## config.mk

```make
export PLATFORM = sky130hd
export DESIGN_NAME = fpei_top
export DESIGN_NICKNAME = d
export VERILOG_FILES = /design/src/rtl/fpei_err_latch.v /design/src/rtl/fpei_copy_engine.v /design/src/rtl/fpei_top.v
export VERILOG_INCLUDE_DIRS = /design/src /design/src/rtl
export SDC_FILE = /design/constraint.sdc
export NUM_CORES = 1
export LEC_CHECK = 0
export ABC_CLOCK_PERIOD_IN_PS = 2350
export BUFFER_PORTS_ARGS = -buffer_cell sky130_fd_sc_hd__clkbuf_2
export CAP_MARGIN = 20
export CELL_PAD_IN_SITES_DETAIL_PLACEMENT = 0
export CELL_PAD_IN_SITES_GLOBAL_PLACEMENT = 2
export CORE_MARGIN = 3
export CORE_UTILIZATION = 37
export CTS_BUF_LIST = sky130_fd_sc_hd__clkbuf_2
export DETAILED_ROUTE_END_ITERATION = 6
export HOLD_SLACK_MARGIN = 0.12
export PLACE_DENSITY_LB_ADDON = 0.1
export SLEW_MARGIN = 20
export SYNTH_ARGS = -nofsm -noshare
export SYNTH_HDL_FRONTEND = slang
export SYNTH_SLANG_ARGS = --single-unit
```

## constraint.sdc

```tcl
create_clock -name sys_clk -period 2.35 [get_ports sys_clk]
set_input_delay 0.1175 -clock sys_clk [delete_from_list [all_inputs] [get_ports sys_clk]]
set_output_delay 0.1175 -clock sys_clk [all_outputs]
set_load 0.05 [all_outputs]
```

## src/rtl/fpei_map.vh

```
// Address map, field positions, reset values and constants of the
// flash programming/erasing interface. Definitions only.
`ifndef FPEI_MAP_VH
`define FPEI_MAP_VH

`define FPEI_ADDR_CCS      16'hFEA8
`define FPEI_ADDR_PCS      16'hFEA9
`define FPEI_ADDR_ECS      16'hFEAA
`define FPEI_ADDR_KEY      16'hFEAC
`define FPEI_ADDR_MATS     16'hFEAD
`define FPEI_ADDR_TDAR     16'hFEAE

`define FPEI_RST_CCS       8'h80
`define FPEI_RST_OTHER     8'h00
`define FPEI_CCS_FIXED     3'h4
`define FPEI_CCS_RSVD_LOW  3'h0
`define FPEI_SEL_RSVD      7'h00
`define FPEI_KEY_ENABLE    8'hA5

`define FPEI_BIT_REQ       0
`define FPEI_BIT_ERR       4
`define FPEI_BIT_CHOOSE    0

`define FPEI_SIZE_BYTE     2'h0

`define FPEI_COPY_CYCLES   16'h0100

`endif

```

## src/rtl/fpei_err_latch.v

```verilog
// Sticky flash error flag with its setting events.
// Assumes the event inputs are synchronous to sys_clk; cleared only by
// the power-on reset.
`default_nettype none
module fpei_err_latch (
    input  wire       sys_clk,
    input  wire       reset,
    input  wire       busy,
    input  wire       irq_accept,
    input  wire       array_read,
    input  wire       sleep_exec,
    output reg        err_q
);
    wire ev;
    assign ev = busy & (irq_accept | array_read | sleep_exec); // [RULE_08]

    always @(posedge sys_clk or posedge reset) begin
        if (reset) begin
            err_q <= 1'b0; // [RULE_07]
        end else if (ev | array_read & busy | sleep_exec & busy) begin
            err_q <= 1'b1; // [RULE_09] [RULE_10]
        end
    end
endmodule // fpei_err_latch
`default_nettype wire

```

## src/rtl/fpei_copy_engine.v

```verilog
// Routine download sequencer: counts the copy time and pulses done at
// the end. Assumes start is a one-cycle pulse.
`default_nettype none
`include "fpei_map.vh"
module fpei_copy_engine #(
    parameter [15:0] COPY_CYCLES = `FPEI_COPY_CYCLES
) (
    input  wire       sys_clk,
    input  wire       reset,
    input  wire       start,
    output reg        active_q,
    output reg        done_q
);
    reg [15:0] cnt_q;

    always @(posedge sys_clk or posedge reset) begin
        if (reset) begin
            active_q <= 1'b0;
            done_q   <= 1'b0;
            cnt_q    <= 16'h0000;
        end else begin
            done_q <= 1'b0;
            if (start && !active_q) begin
                active_q <= 1'b1;
                cnt_q    <= COPY_CYCLES;
            end else if (active_q) begin
                if (cnt_q == 16'h0001) begin
                    active_q <= 1'b0;
                    done_q   <= 1'b1;
                end
                cnt_q <= cnt_q - 16'h0001;
            end
        end
    end
endmodule // fpei_copy_engine
`default_nettype wire

```

## src/rtl/fpei_top.v

```verilog
// Flash programming/erasing control interface: six byte registers,
// download request, error protection.
// Operation
// [RULE_01] Control registers are eight bits and accept byte accesses only.
// [RULE_02] Reset loads 0x80 into code control status, 0x00 elsewhere.
// [RULE_03] Code control status bits other than download request are read-only.
// [RULE_04] Download request bit is writable but always reads zero.
// [RULE_05] Reserved bits 7,6,5 read 1,0,0 and ignore writes.
// [RULE_06] Error flag at bit 4 is read-only and enables protection.
// [RULE_07] Error flag reads 0 normally; only power-on reset clears it.
// [RULE_08] Accepted interrupt during programming or erasure sets the error.
// [RULE_09] Flash array read during programming or erasure sets the error.
// [RULE_10] Sleep execution during programming or erasure sets the error.
// [RULE_11] Outside reset held low 100 us after error before release.
// [RULE_12] Software uses listed registers per download or program phase.
// [RULE_13] Software sets array select before user-boot programming.
// [RULE_14] Download result byte goes to RAM start in destination register.
// [RULE_15] Software passes operating frequency in extended register zero.
// [RULE_16] Software passes program destination in extended register one.
// [RULE_17] Software passes program source in extended register zero.
// [RULE_18] Software passes erase block number in extended register zero.
// [RULE_19] While protected, further programming and erasure are refused.
// [RULE_20] Download request acts only with key 0xA5 and RAM-resident code.
// [RULE_21] Download request clears itself when the copy completes.
// [RULE_22] Software does two dummy reads and keeps interrupts off.
// [RULE_23] Select bits choose routines and clear when transfer completes.
// Assumes a synchronous CPU bus on sys_clk; bus_size 0 means a byte access.
`default_nettype none
`include "fpei_map.vh"
module fpei_top #(
    parameter [15:0] COPY_CYCLES = `FPEI_COPY_CYCLES
) (
    input  wire        sys_clk,
    input  wire        reset,
    input  wire [15:0] bus_addr,
    input  wire        bus_wr,
    input  wire        bus_rd,
    input  wire [1:0]  bus_size,
    input  wire [7:0]  bus_wdata,
    input  wire        fetch_from_ram,
    input  wire        pe_running,
    input  wire        pe_request,
    input  wire        irq_accept,
    input  wire        array_read,
    input  wire        sleep_exec,
    output reg  [7:0]  bus_rdata_q,
    output reg         bus_hit_q,
    output reg         copy_busy_q,
    output reg         copy_program_q,
    output reg         copy_erase_q,
    output reg  [7:0]  result_addr_q,
    output reg         result_we_q,
    output reg  [7:0]  result_data_q,
    output reg         pe_allow_q,
    output reg         protect_q
);
    reg  [7:0] pcs_q;
    reg  [7:0] ecs_q;
    reg  [7:0] key_q;
    reg  [7:0] mats_q;
    reg  [7:0] tdar_q;
    reg        req_q;
    reg        sel_ok_q;
    wire       err;
    wire       active;
    wire       done;
    wire       byte_acc;
    wire       wr;
    wire       start;

    // Wider accesses are ignored outright
    assign byte_acc = (bus_size == `FPEI_SIZE_BYTE); // [RULE_01]
    assign wr       = bus_wr & byte_acc;
    assign start    = wr && (bus_addr == `FPEI_ADDR_CCS)
                      && bus_wdata[`FPEI_BIT_REQ]
                      && (key_q == `FPEI_KEY_ENABLE)
                      && fetch_from_ram && !err && !active; // [RULE_20]

    fpei_err_latch u_err (
        .sys_clk    (sys_clk),
        .reset      (reset),
        .busy       (pe_running),
        .irq_accept (irq_accept),
        .array_read (array_read),
        .sleep_exec (sleep_exec),
        .err_q      (err)
    );

    fpei_copy_engine #(
        .COPY_CYCLES (COPY_CYCLES)
    ) u_copy (
        .sys_clk  (sys_clk),
        .reset    (reset),
        .start    (start),
        .active_q (active),
        .done_q   (done)
    );

    always @(posedge sys_clk or posedge reset) begin
        if (reset) begin
            pcs_q    <= `FPEI_RST_OTHER; // [RULE_02]
            ecs_q    <= `FPEI_RST_OTHER;
            key_q    <= `FPEI_RST_OTHER;
            mats_q   <= `FPEI_RST_OTHER;
            tdar_q   <= `FPEI_RST_OTHER;
            req_q    <= 1'b0;
            sel_ok_q <= 1'b0;
        end else begin
            if (start) begin
                req_q    <= 1'b1;
                sel_ok_q <= pcs_q[`FPEI_BIT_CHOOSE] ^ ecs_q[`FPEI_BIT_CHOOSE];
            end else if (done) begin
                req_q <= 1'b0; // [RULE_21]
            end
            // Completion wins over a software write in the same cycle
            if (done) begin
                pcs_q[`FPEI_BIT_CHOOSE] <= 1'b0; // [RULE_23]
                ecs_q[`FPEI_BIT_CHOOSE] <= 1'b0;
            end else if (wr && !active) begin
                if (bus_addr == `FPEI_ADDR_PCS)
                    pcs_q <= {`FPEI_SEL_RSVD, bus_wdata[`FPEI_BIT_CHOOSE]};
                if (bus_addr == `FPEI_ADDR_ECS)
                    ecs_q <= {`FPEI_SEL_RSVD, bus_wdata[`FPEI_BIT_CHOOSE]};
            end
            if (wr) begin
                if (bus_addr == `FPEI_ADDR_KEY)
                    key_q <= bus_wdata;
                if (bus_addr == `FPEI_ADDR_MATS)
                    mats_q <= bus_wdata;
                if (bus_addr == `FPEI_ADDR_TDAR && !active)
                    tdar_q <= bus_wdata;
            end
        end
    end

    always @(posedge sys_clk or posedge reset) begin
        if (reset) begin
            bus_rdata_q    <= 8'h00;
            bus_hit_q      <= 1'b0;
            copy_busy_q    <= 1'b0;
            copy_program_q <= 1'b0;
            copy_erase_q   <= 1'b0;
            result_addr_q  <= 8'h00;
            result_we_q    <= 1'b0;
            result_data_q  <= 8'h00;
            pe_allow_q     <= 1'b0;
            protect_q      <= 1'b0;
        end else begin
            bus_hit_q   <= 1'b0;
            bus_rdata_q <= 8'h00;
            if (bus_rd && byte_acc) begin
                bus_hit_q <= 1'b1;
                case (bus_addr)
                    // Request bit reads zero; upper bits fixed
                    `FPEI_ADDR_CCS:  bus_rdata_q <= {`FPEI_CCS_FIXED, err,
                                     `FPEI_CCS_RSVD_LOW, 1'b0}; // [RULE_03] [RULE_04] [RULE_05] [RULE_06]
                    `FPEI_ADDR_PCS:  bus_rdata_q <= pcs_q;
                    `FPEI_ADDR_ECS:  bus_rdata_q <= ecs_q;
                    `FPEI_ADDR_KEY:  bus_rdata_q <= key_q;
                    `FPEI_ADDR_MATS: bus_rdata_q <= mats_q;
                    `FPEI_ADDR_TDAR: bus_rdata_q <= tdar_q;
                    default:         bus_hit_q   <= 1'b0;
                endcase
            end
            copy_busy_q    <= active;
            copy_program_q <= active & pcs_q[`FPEI_BIT_CHOOSE];
            copy_erase_q   <= active & ecs_q[`FPEI_BIT_CHOOSE];
            // Result byte: 0x00 on success, 0x01 if no single routine chosen
            result_we_q    <= done; // [RULE_14]
            result_addr_q  <= tdar_q;
            result_data_q  <= {7'h00, ~sel_ok_q};
            pe_allow_q     <= pe_request && !err
                              && (key_q == `FPEI_KEY_ENABLE); // [RULE_19]
            protect_q      <= err; // [RULE_06]
        end
    end
endmodule // fpei_top
`default_nettype wire

```

==> results.sh <==
export IMPL_status="completed"
export IMPL_die_width_um=97.28
export IMPL_cts_max_level=3
export IMPL_setup_viol=0
export IMPL_grt_total_usage_pct=15.99
export IMPL_die_height_um=97.28
export IMPL_area_delta_synth_final_pct=24.72
export IMPL_dr_pass1_iters=4
export IMPL_layout_commonest_cell="dfrtp_1"
export IMPL_layout_common_cells="dfrtp_1, clkbuf_2, mux2_2"
export IMPL_cts_buffers=9
export IMPL_clkTransAtPathRegs_ns=0.21
export IMPL_diodes=0
export IMPL_p_per_area_nw_per_um2=553.2
export IMPL_path_class="reg2reg"
export IMPL_critPathMaxFanout=3
export IMPL_grt_max_degree=71
export IMPL_antenna_found_initial=0
export IMPL_tritoncts="done"
export IMPL_start_kind="register"
export IMPL_cp_cell_sequence="or4b_1, or4_1, o21a_1, mux2_2"
export IMPL_synthCells=249
export IMPL_dieArea_um2=9463
export IMPL_crit_buf_inv=0
export IMPL_cp_slowest_stage_delay_ns=0.63
export IMPL_overflow=0
export IMPL_vias_per_cell=5.126
export IMPL_synth_cell_types=53
export IMPL_numPortBuffers=59
export IMPL_root_buffer="clkbuf_2"
export IMPL_wirelength_um=7062
export IMPL_hp_class="in2async"
export IMPL_grt_pass1_wl_um=12030
export IMPL_tns_ns=0
export IMPL_cpLargestDelayFamily="simple AND/OR/NAND/NOR gates"
export IMPL_slew_viol_final=0
export IMPL_start_util_pct=39.09
export IMPL_async_reset_ff_share_pct=100.0
export IMPL_drcViolationCount=0
export IMPL_ys_seq_area_share_pct=56.82
export IMPL_layoutNonFillerInstCount=446
export IMPL_routedWlPerCell_um=15.83
export IMPL_rsz0062_at_grt="false"
export IMPL_synth_edf_count=0
export IMPL_rows=32
export IMPL_syn_area_um2=3083
export IMPL_dp_cells=412
export IMPL_peakVddDrop_uv=297.3
export IMPL_nFillCells=764
export IMPL_cp_required_ns=2.74
export IMPL_place_hpwl_um=4898
export IMPL_period_needed_ns=2.248
export IMPL_design_core_area_um2=7888
export IMPL_fin_crit_sh_pct=95.65
export IMPL_max_freq_ghz=0.4449
export IMPL_drive_above_1_share_pct=37.50
export IMPL_hold_viol_final=0
export IMPL_cts_sinks=70
export IMPL_grt_pass1_vias=2303
export IMPL_p_leak_nw=1.830
export IMPL_place_congestion=0.7291
export IMPL_end_kind="register"
export IMPL_ys_ff_latch=70
export IMPL_clockBufferDepth=2
export IMPL_finClkSkew_ns=0.02893
export IMPL_cts_resized=0
export IMPL_cap_violations=0
export IMPL_nets=378
export IMPL_via_count=2286
export IMPL_slowest_stage="or4_1"
export IMPL_synth_area_per_cell_um2=12.38
export IMPL_antenna_left=0
export IMPL_hold_slack_ns=0.1907
export IMPL_critPathArrivalTime_ns=2.64
export IMPL_clk_latency_ns=0.50
export IMPL_num_io_pins=67
export IMPL_yosys_warnings=0
export IMPL_drt_iter0_markers=102
export IMPL_synthFlopType="dfrtp_1"
## path summary, 6_finish.rpt
kind                                              start                          end  slack [ns]  depth (start not counted)
worst max register to register  u_err.err_q$_DFFE_PP0P_  u_copy.cnt_q[0]$_DFFE_PP0P_        0.10                          4
max in group asynchronous                         reset        tdar_q[7]$_DFFE_PP0P_        1.84                          4
worst max-delay path            u_err.err_q$_DFFE_PP0P_  u_copy.cnt_q[0]$_DFFE_PP0P_        0.10                          4
min in group sys_clk                        bus_addr[0]    u_copy.active_q$_DFF_PP0_        0.22                          5
worst min-delay path                              reset       copy_erase_q$_DFF_PP0_        0.19                          4
worst min register to register    tdar_q[7]$_DFFE_PP0P_   result_addr_q[7]$_DFF_PP0_        0.42                          0
## report_power, final
| part | leakage (nW) | internal (W) | switching, W |
|---|---|---|---|
| clock network | 0.0817 | 0.000347 | 0.000431 |
| registers | 0.885 | 0.00121 | 0.0000000170 |
| logic | 0.863 | 0.0000546 | 0.0000882 |
## state kept, by name (all words and copies together), names as in the netlist
name             flops
u_copy.cnt_q        16
result_data_q        1
u_copy.active_q      1
mats_q               8
ecs_q                1
protect_q            1
key_q                8
u_copy.done_q        1
tdar_q               8
sel_ok_q             1
result_we_q          1
u_err.err_q          1
bus_hit_q            1
copy_busy_q          1
pe_allow_q           1
result_addr_q        8
bus_rdata_q          8
pcs_q                1
copy_erase_q         1
copy_program_q       1
## Yosys cell counts (all sizes together) (3+ instances only)
cell type | number | share of area, %
a21oi | 5 | 0.81
a22o | 4 | 1.1
a32oi | 4 | 1.1
and4 | 3 | 0.85
buf | 11 | 2.8
dfrtp | 70 | 57
inv | 10 | 1.2
mux2 | 25 | 9.1
mux2i | 4 | 1.3
nand2 | 7 | 0.85
nand3 | 10 | 1.9
nand3b | 4 | 0.97
nand4 | 4 | 0.81
nor2 | 12 | 1.5
nor2b | 3 | 0.61
nor3 | 4 | 1.0
nor4 | 3 | 1.3
o21ai | 19 | 3.8
o22ai | 4 | 0.81
o31ai | 3 | 0.73
or2 | 3 | 0.61
or3 | 5 | 1.0
or4 | 3 | 0.85
## what timing repair did
action,4_1_cts,5_1_grt
endpoints found under the hold margin,107,0
setup buffers,0,0
hold buffers,19,0
## cell type report
| cell class | instances | area (um2) | area share (%) |
|---|---|---|---|
| clock buffers | 9 | 45.04 | 1.171 |
| multi-input cells | 163 | 1225 | 31.86 |
| inverters | 10 | 37.54 | 0.9762 |
| repair buffers | 86 | 570.5 | 14.84 |
| well taps | 102 | 127.6 | 3.319 |
| clock inverters | 6 | 87.58 | 2.278 |
| flip-flops and latches | 70 | 1752 | 45.56 |
## metal layers
metal	global-route usage [%]	wire length, um	vias to the layer above
met1	22.96	3453	1105
met4	6.283	131	0
met5	0	0	-
met3	4.666	450	11
met2	22.72	3027	77
li1	-	-	1093
## metrics by stage
step                      worst slack [ns]  util [%]  instance area (um2)  total power [W]
after floorplan                     0.2902         -                 3105         0.001303
after global placement              0.2369     44.65                 3522         0.001350
after detailed placement            0.1515     44.65                 3522         0.001350
after CTS                          0.09317     48.75                 3845         0.002165
after global routing              0.004551     48.75                 3845         0.002224
final                               0.1023     48.75                 3845         0.002127
## worst register-to-register path, delay by kind of cell, from the launching register on
kind | cells | cell delay, ns
mux | 1 | 0.26
simple gates | 2 | 1.19
flops | 1 | 0.44
compound gates | 1 | 0.24
## logic make-up (layout without fill, tap and decap cells)
kind of cell | Yosys count | count (layout) | synth area share [%]
DFF | 70 | 70 | 56.82
xor gates and xnor gates | 1 | 1 | 0.2841
adders and majority gates | 2 | 2 | 0.8116
AOI/OAI and AO/OA | 51 | 51 | 11.73
and+or+nand+nor | 73 | 73 | 15.63
buffers and inverters | 22 | 111 | 4.180
other | 1 | 7 | 0.1216
muxes | 29 | 29 | 10.43
Power figures use the tool's default switching activity.
